**src/hw/pmcg_regs.svh**
```systemverilog
// constants for the power mode and peripheral clock gating block
// assumes a plain address/strobe register port and a single system clock
// What this block does
// - idle stops processor clock, peripherals keep running
// - idle ends on enabled interrupt or reset
// - power-down stops oscillator and every clock
// - external interrupt wakes, clears power-down bit
// - both bits set means power-down wins
// - state and pin levels held during power-down
// - resume without losing or repeating instructions
// - brown-out off bit acts only in power-down
// - each gate bit passes or blocks peripheral clock
// - bits 1..5 timers, serials, pwm; reset one
// - watchdog, io, pin connect, sysctl have no gate bit, stop only in power-down
// - power-down clears multiplier loop enable and connect
`ifndef PMCG_REGS_SVH
`define PMCG_REGS_SVH
// ---------------------------------------------
// register map
// ---------------------------------------------
`define PMCG_ADDR_MODE      32'he01fc0c0
`define PMCG_ADDR_GATES     32'he01fc0c4
`define PMCG_BIT_IDLE       0
`define PMCG_BIT_PDOWN      1
`define PMCG_BIT_BOD_OFF    2
`define PMCG_GATE_TIM0      1
`define PMCG_GATE_PWM0      5
`define PMCG_MODE_RESET     8'h00
`define PMCG_GATES_RESET    32'h0000003e
`define PMCG_GATES_MASK     32'h0000003e
// settle counter load, cycles counted down after the wake start pulse before done, oscillator settle stand-in
`define PMCG_WAKE_CYCLES    4'h8
`endif

```
**src/hw/pmcg_pkg.sv**
```systemverilog
// types for the power mode and peripheral clock gating block
// assumes nothing beyond the constants header
package pmcg_pkg;
	typedef enum logic [3:0] {
		PMCG_RUN   = 4'b0001,
		PMCG_IDLE  = 4'b0010,
		PMCG_PDOWN = 4'b0100,
		PMCG_WAKE  = 4'b1000
	} pmcg_state_type;
endpackage

```
**src/hw/pmcg_top.sv**
```systemverilog
// power mode control and peripheral clock gate enables
// assumes clock gating cells outside take the enable levels driven here
//
// Decided for this implementation: the strobed register port.
`timescale 1ns/100ps
`include "pmcg_regs.svh"
module pmcg_top (
	// clock and reset
	input  wire logic        I_REF_CLK,
	input  wire logic        I_RST_N,
	input  wire logic        I_CE,
	// register port
	input  wire logic [31:0] I_ADDR,
	input  wire logic [31:0] I_WDATA,
	input  wire logic        I_WR,
	input  wire logic        I_RD,
	output logic      [31:0] O_RDATA,
	// wake sources, level inputs from pins and interrupt logic
	input  wire logic        I_PERIPH_IRQ,
	input  wire logic        I_EXT_IRQ,
	// clock enables, brown-out enable, loop clear and state hold
	output logic             O_CPU_CLK_EN,
	output logic             O_OSC_EN,
	output logic             O_SYS_CLK_EN,
	output logic             O_ALWAYS_CLK_EN,
	output logic      [31:0] O_PERIPH_CLK_EN,
	output logic             O_BOD_EN,
	output logic             O_PLL_CLEAR,
	output logic             O_HOLD_STATE
);
	// ---------------------------------------------
	// input synchronisers
	// ---------------------------------------------
	logic per_m_q, per_s_q, ext_m_q, ext_s_q;
	always_ff @(posedge I_REF_CLK) begin
		if (!I_RST_N) begin
			per_m_q <= 1'b0;
			per_s_q <= 1'b0;
			ext_m_q <= 1'b0;
			ext_s_q <= 1'b0;
		end else if (I_CE) begin
			per_m_q <= I_PERIPH_IRQ;
			per_s_q <= per_m_q;
			ext_m_q <= I_EXT_IRQ;
			ext_s_q <= ext_m_q;
		end
	end

	// ---------------------------------------------
	// registers and state
	// ---------------------------------------------
	logic [7:0]                mode_q;
	logic [31:0]               gates_q;
	pmcg_pkg::pmcg_state_type  state_q;
	logic                      wake_start, wake_done;
	logic                      wr_mode, wr_gates;

	// address decode shared by the write and read paths
	function automatic logic pmcg_hit(input logic [31:0] addr, input logic [31:0] base);
		pmcg_hit = (addr == base);
	endfunction

	assign wr_mode  = I_WR && pmcg_hit(I_ADDR, `PMCG_ADDR_MODE);
	assign wr_gates = I_WR && pmcg_hit(I_ADDR, `PMCG_ADDR_GATES);
	// wake pulses only from power-down into the settle counter
	assign wake_start = I_CE && (state_q == pmcg_pkg::PMCG_PDOWN) && ext_s_q;

	pmcg_wake_timer u_wake (
		.i_clk   (I_REF_CLK),
		.i_rst_n (I_RST_N),
		.i_ce    (I_CE),
		.i_start (wake_start),
		.o_done  (wake_done)
	);

	// mode register: hardware clears win over a same-cycle write since the
	// processor is stopped while a clear can happen
	always_ff @(posedge I_REF_CLK) begin
		if (!I_RST_N) begin
			mode_q <= `PMCG_MODE_RESET;
		end else if (I_CE) begin
			if (wr_mode) begin
				mode_q <= {5'h00, I_WDATA[2:0]};
			end
			if (state_q == pmcg_pkg::PMCG_IDLE && (per_s_q || ext_s_q)) begin
				mode_q[`PMCG_BIT_IDLE] <= 1'b0;
			end
			if (wake_done) begin
				mode_q[`PMCG_BIT_PDOWN] <= 1'b0;
				mode_q[`PMCG_BIT_IDLE]  <= 1'b0;
			end
		end
	end

	always_ff @(posedge I_REF_CLK) begin
		if (!I_RST_N) begin
			gates_q <= `PMCG_GATES_RESET;
		end else if (I_CE && wr_gates) begin
			gates_q <= I_WDATA & `PMCG_GATES_MASK;
		end
	end

	// ---------------------------------------------
	// mode sequencer
	// ---------------------------------------------
	always_ff @(posedge I_REF_CLK) begin
		if (!I_RST_N) begin
			state_q <= pmcg_pkg::PMCG_RUN;
		end else if (I_CE) begin
			unique case (state_q)
				pmcg_pkg::PMCG_RUN: begin
					if (mode_q[`PMCG_BIT_PDOWN]) begin
						state_q <= pmcg_pkg::PMCG_PDOWN;
					end else if (mode_q[`PMCG_BIT_IDLE]) begin
						state_q <= pmcg_pkg::PMCG_IDLE;
					end
				end
				pmcg_pkg::PMCG_IDLE: begin
					if (per_s_q || ext_s_q) begin
						state_q <= pmcg_pkg::PMCG_RUN;
					end
				end
				pmcg_pkg::PMCG_PDOWN: begin
					if (ext_s_q) begin
						state_q <= pmcg_pkg::PMCG_WAKE;
					end
				end
				pmcg_pkg::PMCG_WAKE: begin
					if (wake_done) begin
						state_q <= pmcg_pkg::PMCG_RUN;
					end
				end
				default: state_q <= pmcg_pkg::PMCG_RUN;
			endcase
		end
	end

	// ---------------------------------------------
	// clock enables, brown-out enable, loop clear, state hold and read port
	// ---------------------------------------------
	logic in_pd, bod_off;
	assign in_pd   = (state_q == pmcg_pkg::PMCG_PDOWN) || (state_q == pmcg_pkg::PMCG_WAKE);
	assign bod_off = mode_q[`PMCG_BIT_PDOWN] && mode_q[`PMCG_BIT_BOD_OFF];

	always_ff @(posedge I_REF_CLK) begin
		if (!I_RST_N) begin
			O_CPU_CLK_EN    <= 1'b1;
			O_OSC_EN        <= 1'b1;
			O_SYS_CLK_EN    <= 1'b1;
			O_ALWAYS_CLK_EN <= 1'b1;
			O_PERIPH_CLK_EN <= `PMCG_GATES_RESET;
			O_BOD_EN        <= 1'b1;
			O_PLL_CLEAR     <= 1'b0;
			O_HOLD_STATE    <= 1'b0;
			O_RDATA         <= 32'h0000_0000;
		end else if (I_CE) begin
			// cpu clock enable is registered from the run state, so it drops one cycle after the sequencer leaves run
			O_CPU_CLK_EN    <= (state_q == pmcg_pkg::PMCG_RUN);
			O_OSC_EN        <= (state_q != pmcg_pkg::PMCG_PDOWN);
			O_SYS_CLK_EN    <= !in_pd;
			O_ALWAYS_CLK_EN <= !in_pd;
			O_PERIPH_CLK_EN <= in_pd ? 32'h0000_0000 : gates_q;
			O_BOD_EN        <= !(in_pd && bod_off);
			O_PLL_CLEAR     <= (state_q == pmcg_pkg::PMCG_RUN) && mode_q[`PMCG_BIT_PDOWN];
			O_HOLD_STATE    <= in_pd;
			O_RDATA         <= 32'h0000_0000;
			if (I_RD && pmcg_hit(I_ADDR, `PMCG_ADDR_MODE)) begin
				O_RDATA <= {24'h000000, mode_q};
			end else if (I_RD && pmcg_hit(I_ADDR, `PMCG_ADDR_GATES)) begin
				O_RDATA <= gates_q;
			end
		end
	end

	// ---------------------------------------------
	// checks
	// ---------------------------------------------
	AST_PD_WINS: assert property (@(posedge I_REF_CLK) disable iff (!I_RST_N)
		I_CE && state_q == pmcg_pkg::PMCG_RUN && mode_q[1] |=> state_q == pmcg_pkg::PMCG_PDOWN)
		else $error("power-down did not take priority");
	AST_IDLE_CPU: assert property (@(posedge I_REF_CLK) disable iff (!I_RST_N)
		I_CE && state_q == pmcg_pkg::PMCG_IDLE |=> !O_CPU_CLK_EN && O_PERIPH_CLK_EN == $past(gates_q))
		else $error("idle clock enables wrong");
	AST_PD_CLK: assert property (@(posedge I_REF_CLK) disable iff (!I_RST_N)
		I_CE && state_q == pmcg_pkg::PMCG_PDOWN |=> !O_OSC_EN && !O_SYS_CLK_EN && O_PERIPH_CLK_EN == 32'h0)
		else $error("clock running in power-down");
	AST_WAKE_CLR: assert property (@(posedge I_REF_CLK) disable iff (!I_RST_N)
		wake_done && I_CE |=> !mode_q[1] && state_q == pmcg_pkg::PMCG_RUN)
		else $error("wake did not clear power-down");
	AST_IDLE_CLR: assert property (@(posedge I_REF_CLK) disable iff (!I_RST_N)
		I_CE && state_q == pmcg_pkg::PMCG_IDLE && per_s_q |=> !mode_q[0])
		else $error("idle bit not cleared");
	AST_BOD: assert property (@(posedge I_REF_CLK) disable iff (!I_RST_N)
		I_CE && !in_pd |=> O_BOD_EN)
		else $error("brown-out off outside power-down");
	AST_HOLD: assert property (@(posedge I_REF_CLK) disable iff (!I_RST_N)
		I_CE && in_pd |=> O_HOLD_STATE)
		else $error("state not held");
	AST_PLL: assert property (@(posedge I_REF_CLK) disable iff (!I_RST_N)
		I_CE && state_q == pmcg_pkg::PMCG_RUN && mode_q[1] |=> O_PLL_CLEAR)
		else $error("loop not cleared");
	AST_MASK: assert property (@(posedge I_REF_CLK) disable iff (!I_RST_N)
		(gates_q & ~`PMCG_GATES_MASK) == 32'h0)
		else $error("gate bit outside mask set");
	AST_ALWAYS: assert property (@(posedge I_REF_CLK) disable iff (!I_RST_N)
		I_CE && !in_pd |=> O_ALWAYS_CLK_EN)
		else $error("always-on clock stopped outside power-down");
	AST_GATE_WR: assert property (@(posedge I_REF_CLK) disable iff (!I_RST_N)
		I_CE && wr_gates |=> gates_q == ($past(I_WDATA) & `PMCG_GATES_MASK))
		else $error("gate write lost");
	AST_RDATA_ZERO: assert property (@(posedge I_REF_CLK) disable iff (!I_RST_N)
		I_CE && !I_RD |=> O_RDATA == 32'h0000_0000)
		else $error("read data outside read slot");
	AST_CE_FREEZE: assert property (@(posedge I_REF_CLK) disable iff (!I_RST_N)
		!I_CE |=> $stable(state_q) && $stable(mode_q) && $stable(gates_q))
		else $error("state moved with clock enable low");
	AST_OSC_WAKE: assert property (@(posedge I_REF_CLK) disable iff (!I_RST_N)
		I_CE && state_q == pmcg_pkg::PMCG_WAKE |=> O_OSC_EN)
		else $error("oscillator not restarted on wake");
	AST_IDLE_EXT: assert property (@(posedge I_REF_CLK) disable iff (!I_RST_N)
		I_CE && state_q == pmcg_pkg::PMCG_IDLE && ext_s_q |=> state_q == pmcg_pkg::PMCG_RUN)
		else $error("external interrupt did not end idle");
	COV_CE: cover property (@(posedge I_REF_CLK) !I_CE ##1 I_CE);
	COV_IDLE: cover property (@(posedge I_REF_CLK) state_q == pmcg_pkg::PMCG_IDLE ##1 state_q == pmcg_pkg::PMCG_RUN);
	COV_PD: cover property (@(posedge I_REF_CLK) state_q == pmcg_pkg::PMCG_WAKE ##1 state_q == pmcg_pkg::PMCG_RUN);
	COV_GATE: cover property (@(posedge I_REF_CLK) wr_gates && I_WDATA[1] == 1'b0);
endmodule

```
**src/hw/pmcg_wake_timer.sv**
```systemverilog
// settle counter that holds the processor clock off after power-down wake
// assumes start is a one-cycle pulse on the system clock
`timescale 1ns/100ps
`include "pmcg_regs.svh"
module pmcg_wake_timer (
	// clock and control
	input  wire logic       i_clk,
	input  wire logic       i_rst_n,
	input  wire logic       i_ce,
	input  wire logic       i_start,
	// status
	output logic            o_done
);
	logic [3:0] cnt_q;
	always_ff @(posedge i_clk) begin
		if (!i_rst_n) begin
			cnt_q  <= 4'h0;
			o_done <= 1'b0;
		end else if (i_ce) begin
			o_done <= 1'b0;
			if (i_start) begin
				cnt_q <= `PMCG_WAKE_CYCLES;
			end else if (cnt_q != 4'h0) begin
				cnt_q  <= cnt_q - 4'h1;
				o_done <= (cnt_q == 4'h1);
			end
		end
	end
endmodule

```
**config.mk**
```make
export PLATFORM = sky130hd
export DESIGN_NAME = pmcg_top
export DESIGN_NICKNAME = d
export VERILOG_FILES = /design/src/hw/pmcg_pkg.sv /design/src/hw/pmcg_top.sv /design/src/hw/pmcg_wake_timer.sv
export VERILOG_INCLUDE_DIRS = /design/src /design/src/hw
export SDC_FILE = /design/constraint.sdc
export NUM_CORES = 1
export LEC_CHECK = 0
export BUFFER_PORTS_ARGS = -buffer_cell sky130_fd_sc_hd__buf_2
export CELL_PAD_IN_SITES_DETAIL_PLACEMENT = 1
export CELL_PAD_IN_SITES_GLOBAL_PLACEMENT = 1
export CORE_ASPECT_RATIO = 1.75
export CORE_MARGIN = 2
export CORE_UTILIZATION = 29
export DETAILED_ROUTE_END_ITERATION = 6
export PLACE_DENSITY = 0.82
export SETUP_SLACK_MARGIN = 0.05
export SYNTH_ARGS = -nofsm -noshare
export SYNTH_HDL_FRONTEND = slang
export SYNTH_SLANG_ARGS = --single-unit
```
**constraint.sdc**
```tcl
create_clock -name I_REF_CLK -period 1.8 [get_ports I_REF_CLK]
set_input_delay 0.27 -clock I_REF_CLK [delete_from_list [all_inputs] [get_ports I_REF_CLK]]
set_output_delay 0.27 -clock I_REF_CLK [all_outputs]
set_load 0.01 [all_outputs]
```
==> flow_summary.yaml, run 1 <==
clocking:
  clk_latency_ns: 0.29
  cts_buffers: 5
  ctsHoldBuffers: 0
  clockBufferDepth: 2
  clock-sinks: 38
  cts_tree: "done"
  htree_num_levels: 2
  post_cts_resized: 0
  postCtsSetupRepairBufs: 0
  cts_root_buf: "clkbuf_16"
  clkTransAtPathRegs_ns: 0.06
grt:
  antenna_found_initial: 0
  grt_pass1_vias: 1975
  grt_max_degree: 21
  grt.overflow.total: 0
  globalRouteTotalUtil: 0.139
  grt_pass1_wl_um: 9280
sta:
  rsz0062_at_grt: "no"
  finalClockSkew_ns: 0.00275
  slew_headroom: 0.616
  hold_violations: 0
  tightest_slew_ns: 0.575
  setup_slack_ns: 0.121
  setup_tns_ns: 0
  hold_slack_ns: 0.223
  max_clock_freq_mhz: 595
  final.min_clock_period_ns: 1.68
  setup_viol: 0
  fin_crit_sh: 0.933
  maxSlewViolCount: 0
pwr:
  p_per_area_nw_per_um2: 883
  p_leak_nw: 1.17
  peakVddDrop_uv: 436
route:
  via_per_inst: 4.70
  post-route-drc-count: 0
  dr.pass1.iters: 4
  wl_um: 5650
  wl_per_cell_um: 13.7
  drtIter0Drc: 30
  ant_nets: 0
  route.vias.total: 1936
critical_path:
  path_max_fanout: 8
  crit_required_ns: 1.97
  arrival_ns: 1.85
  crit_type: "flop to flop"
  crit_path_start_kind: "flop"
  r2r_cells: 4
  endpoint_kind: "flop"
yosys:
  netlist.area_leader.share: 0.349
  ys_seq_area_frac: 0.349
  ys_top_cells_by_area: "dfxtp_1, buf_4, mux2i_1, a21oi_1, nand2_1"
  synthFlopType: "dfxtp_1"
  synthArstFlopShare: 0
  mappedNetlistArea_um2: 2180
  synth_edf_count: 0
  yosysMostFrequentCell: "buf_4"
  avgSynthCellArea_um2: 8.34
  syn_inst: 261
  ys_types: 44
  synth_seq_cells: 38
  netlist.top_cell.by_area: "dfxtp_1"
  ys_warn_count: 0
  synth_commonest_cells: "buf_4, dfxtp_1, nand2_1"
finish:
  diodes: 0
  fin_util: 0.353
  final_net_count: 398
  fillers: 919
  drive_gt1_frac: 0.261
  final_cell_area_um2: 2550
  area_growth_syn_to_layout_pct: 17.1
hold_path:
  hold_depth: 3
  hp-class: "input pin to flop"
place:
  dp_hpwl_um: 4460
  port_buffers: 62
  pre_cts_ws_ns: 0.0137
  gp_congestion: 0.814
  postPlaceCellArea_um2: 2400
die:
  rows: 41
  start_util: 0.301
  die_area_um2: 8240
  core_um2: 7230
  dieWidth_um: 69.5
  boundaryPins: 142
  die_height_um: 119
job:
  cap_violations: 0
outcome:
  outcome: "finished, final reports clean"
logic make-up after synthesis:
| kind of cell | share of synthesized area |
|---|---|
| DFF | 0.349 |
| adders and majority gates | 0.0115 |
| and+or+nand+nor | 0.218 |
| buffers and inverters | 0.226 |
| AOI/OAI and AO/OA | 0.125 |
| muxes | 0.0563 |
| xor gates and xnor gates | 0.0121 |
| other | 0.00172 |
layer usage:
layer  share of wire  GRT usage  vias up
met1            0.35      0.134      909
met2            0.55      0.272       90
met5               0          0        -
met4           0.030     0.0760        0
li1                -          -      924
met3           0.064     0.0230       13
worst paths after layout:
| check | start | to | slack, ns |
|---|---|---|---|
| max reg2reg | state_q[3] | state_q[2] | 0.12 |
| min | I_PERIPH_IRQ | per_m_q | 0.22 |
| min reg2reg | O_RDATA[0] | O_RDATA[0] | 0.46 |
| max | state_q[3] | state_q[2] | 0.12 |
final cells by class:
cell class                 instances  area [um2]  share of cell area
multi-input combinational        200        1120               0.439
inverter                          10        37.5              0.0147
clock buffer                       6         139              0.0545
sequential                        38         763               0.299
clock inverter                     2        12.5             0.00491
tap                               86         108              0.0422
timing repair buffer              70         370               0.145
cells in the final DEF, fill, tap and decap left out, types with 7 or more instances in the layout:
master	n
o21ai_0	13
a21oi_1	18
buf_2	62
dfxtp_1	36
mux2i_1	10
nand3_1	9
inv_1	10
conb_1	53
buf_4	8
nand2_1	20
nand4_1	7
nor2_1	19
state kept, by name, indices dropped and copies added, names as in the netlist, 3 cells and up:
signal           flops
O_RDATA              6
state_q              4
gates_q              5
O_PERIPH_CLK_EN      5
mode_q               3
u_wake.cnt_q         4
critical path: stages (launching register included):
cell	delay, ns
dfxtp_2	0.36
or4b_4	0.57
or3_1	0.35
and3_4	0.18
mux2i_1	0.11
report_power, final:
group / switching [mW] / total (mW) / internal (mW)
logic: 0.242 / 0.414 / 0.173
registers: 0.0416 / 0.933 / 0.892
clock network: 0.356 / 0.904 / 0.548
total: 0.639 / 2.25 / 1.61
metrics by stage:
stage / instances / power [mW]
after global placement: 404 / 1.34
after global routing: 412 / 2.36
after detailed placement: 404 / 1.37
final: 412 / 2.25
after floorplan: 313 / 1.32
after CTS: 412 / 2.27
Note: power is estimated with default switching activity, not from simulation.
==> inputs of run 2 (changes only) <==
--- a/config.mk
+++ b/config.mk
@@ -7,13 +7,14 @@
 export NUM_CORES = 1
 export LEC_CHECK = 0
 export BUFFER_PORTS_ARGS = -buffer_cell sky130_fd_sc_hd__buf_2
+export CAP_MARGIN = 20
 export CELL_PAD_IN_SITES_DETAIL_PLACEMENT = 1
 export CELL_PAD_IN_SITES_GLOBAL_PLACEMENT = 1
 export CORE_ASPECT_RATIO = 1.75
 export CORE_MARGIN = 2
-export CORE_UTILIZATION = 29
+export CORE_UTILIZATION = 26
 export DETAILED_ROUTE_END_ITERATION = 6
-export PLACE_DENSITY = 0.82
+export PLACE_DENSITY = 0.77
 export SETUP_SLACK_MARGIN = 0.05
 export SYNTH_ARGS = -nofsm -noshare
 export SYNTH_HDL_FRONTEND = slang
==> constraint.sdc (replaced) <==
create_clock -name I_REF_CLK -period 1.4 [get_ports I_REF_CLK]
set_input_delay 0.21 -clock I_REF_CLK [delete_from_list [all_inputs] [get_ports I_REF_CLK]]
set_output_delay 0.21 -clock I_REF_CLK [all_outputs]
set_load 0.01 [all_outputs]
==> run 2 against run 1 <==
The run now ends with negative setup slack left. Combinational power increased by 55%. First-iteration DRC count increased by 3.3%. Final area increased by 15%. Die area increased by 11%. Register-to-register slack got worse by 0.42 ns. Largest cell class unchanged.
==> flow_summary.yaml, run 2 (synthesis gave the netlist of run 1 again) <==
outcome:
  outcome: "finished with violations"
  violations: "negative setup slack"
pwr:
  p_leak_nw: 1.36
  peakVddDrop_uv: 625
  power.internal_mw: 2.31
  p_switching_mw: 0.831
  clkPwrFrac: 0.412
  pwr-share-seq: 0.384
  swShare: 0.265
  p_per_area_nw_per_um2: 1070
  combPwrFrac: 0.205
sta:
  maxSlewViolCount: 0
  fin_crit_sh: 1.21
  setup_viol: 5
  setup_slack_ns: -0.301
  setup_tns_ns: -1.09
  final.min_clock_period_ns: 1.70
  finalClockSkew_ns: 0.00307
  hold_violations: 0
  hold_slack_ns: 0.177
  max_clock_freq_mhz: 588
  rsz0062_at_grt: "yes"
die:
  boundaryPins: 142
  start_util: 0.265
  core_um2: 8200
  dieWidth_um: 73.2
  rows: 44
  die_height_um: 125
  die_area_um2: 9150
place:
  postPlaceCellArea_um2: 2600
  gp_congestion: 0.808
  dp_hpwl_um: 4810
  place_inst: 424
  port_buffers: 62
clocking:
  htree_num_levels: 2
  clk_latency_ns: 0.28
  clkTransAtPathRegs_ns: 0.05
  cts_tree: "done"
  cts_root_buf: "clkbuf_16"
  clockBufferDepth: 2
  ctsHoldBuffers: 0
  clock-sinks: 38
  cts_buffers: 5
finish:
  finalNonFillerCells: 434
  top_register: "O_RDATA"
  fillers: 962
  final_cell_area_um2: 2930
  largest_reg_flops: 6
  drive_gt1_frac: 0.363
  layout_commonest_cell: "buf_2"
  diodes: 0
  area_growth_syn_to_layout_pct: 34.7
  top_regs: "O_RDATA (6), O_PERIPH_CLK_EN (5), gates_q (5)"
  layout_common_cells: "buf_2, conb_1, dfxtp_1"
  final_net_count: 415
hold_path:
  hp-class: "input pin to flop"
critical_path:
  path_cells: "or4b_4 -> or3_4 -> and3_4 -> mux2i_2"
  endpoint: "state_q[2]"
  r2r_start: "state_q[1]"
  r2r_setup_slack_ns: -0.30
  cp_slowest_stage_delay_ns: 0.55
  crit_type: "flop to flop"
  endpoint_kind: "flop"
  r2r_cells: 4
  critPathLaunch: "state_q[1]"
  crit_slowest_cell: "or4b_4"
  crit_path_start_kind: "flop"
  rr_endpoint: "state_q[2]"
  crit_required_ns: 1.59
  arrival_ns: 1.89
  path_max_fanout: 4
route:
  wl_um: 6320
  via_per_inst: 4.69
  wl_per_cell_um: 14.6
  post-route-drc-count: 0
  dr.pass1.iters: 4
  drtIter0Drc: 31
  ant_nets: 0
  route.vias.total: 2035
grt:
  antenna_found_initial: 0
  grt_max_degree: 21
  grt_use_met2: 0.266
  grt_pass1_vias: 2092
  grt_pass1_wl_um: 9680
  globalRouteTotalUtil: 0.136
  use_met1: 0.122
  grt-busiest-layer: "met2"
  grt.overflow.total: 0
  grt_util_met3: 0.0185
job:
  cap_violations: 0
==> run 2: how the worst min path moves through the flow <==
stage                      start      endpoint  depth (start not counted)
finish                 I_EXT_IRQ       ext_m_q                          3
global route          I_WDATA[3]    gates_q[3]                          3
CTS                    I_EXT_IRQ       ext_m_q                          3
detailed placement  O_HOLD_STATE  O_HOLD_STATE                          1
global placement    O_HOLD_STATE  O_HOLD_STATE                          1
floorplan              I_EXT_IRQ       ext_m_q                          2
==> run 2: metal layers <==
| layer | wire length, um | part of all wire |
|---|---|---|
| met1 | 1990 | 0.31 |
| met2 | 3720 | 0.59 |
| met3 | 366 | 0.058 |
| met4 | 244 | 0.039 |
| met5 | 0 | 0 |
==> run 2: repair_timing <==
action,in CTS,in global routing
buffers inserted,1,2
gates resized for setup,6,24
pin swaps,1,12
gates cloned,0,0
endpoints found under the setup margin,14,23
==> run 2: power groups by stage <==
| stage | clock [mW] | combinational [mW] | sequential, mW |
|---|---|---|---|
| floorplan | 0 | 0.489 | 1.22 |
| global placement | 0 | 0.542 | 1.22 |
| detailed placement | 0 | 0.566 | 1.22 |
| CTS | 1.33 | 0.587 | 1.20 |
| global route | 1.36 | 0.712 | 1.21 |
| finish | 1.29 | 0.642 | 1.21 |
==> run 2: critical path, delay by kind of cell, from the launching register on <==
kind | cells | cell delay, ns
and+or+nand+nor | 3 | 1.11
muxes | 1 | 0.18
DFF | 1 | 0.33
==> run 2: layout make-up <==
| class | instances | area (um2) | area share |
|---|---|---|---|
| multi-input combinational | 200 | 1310 | 0.445 |
| sequential | 38 | 769 | 0.262 |
| timing repair buffer | 87 | 536 | 0.183 |
| clock buffer | 6 | 139 | 0.0474 |
| tap | 92 | 115 | 0.0393 |
| inverter | 10 | 37.5 | 0.0128 |
| clock inverter | 1 | 30.0 | 0.0102 |
==> run 2: stage by stage <==
step | setup slack [ns] | total power [mW] | util
after floorplan | -0.241 | 1.70 | -
after global placement | -0.239 | 1.76 | 0.317
after detailed placement | -0.276 | 1.79 | 0.317
after CTS | -0.304 | 3.12 | 0.341
after global routing | -0.323 | 3.29 | 0.357
final | -0.301 | 3.14 | 0.357
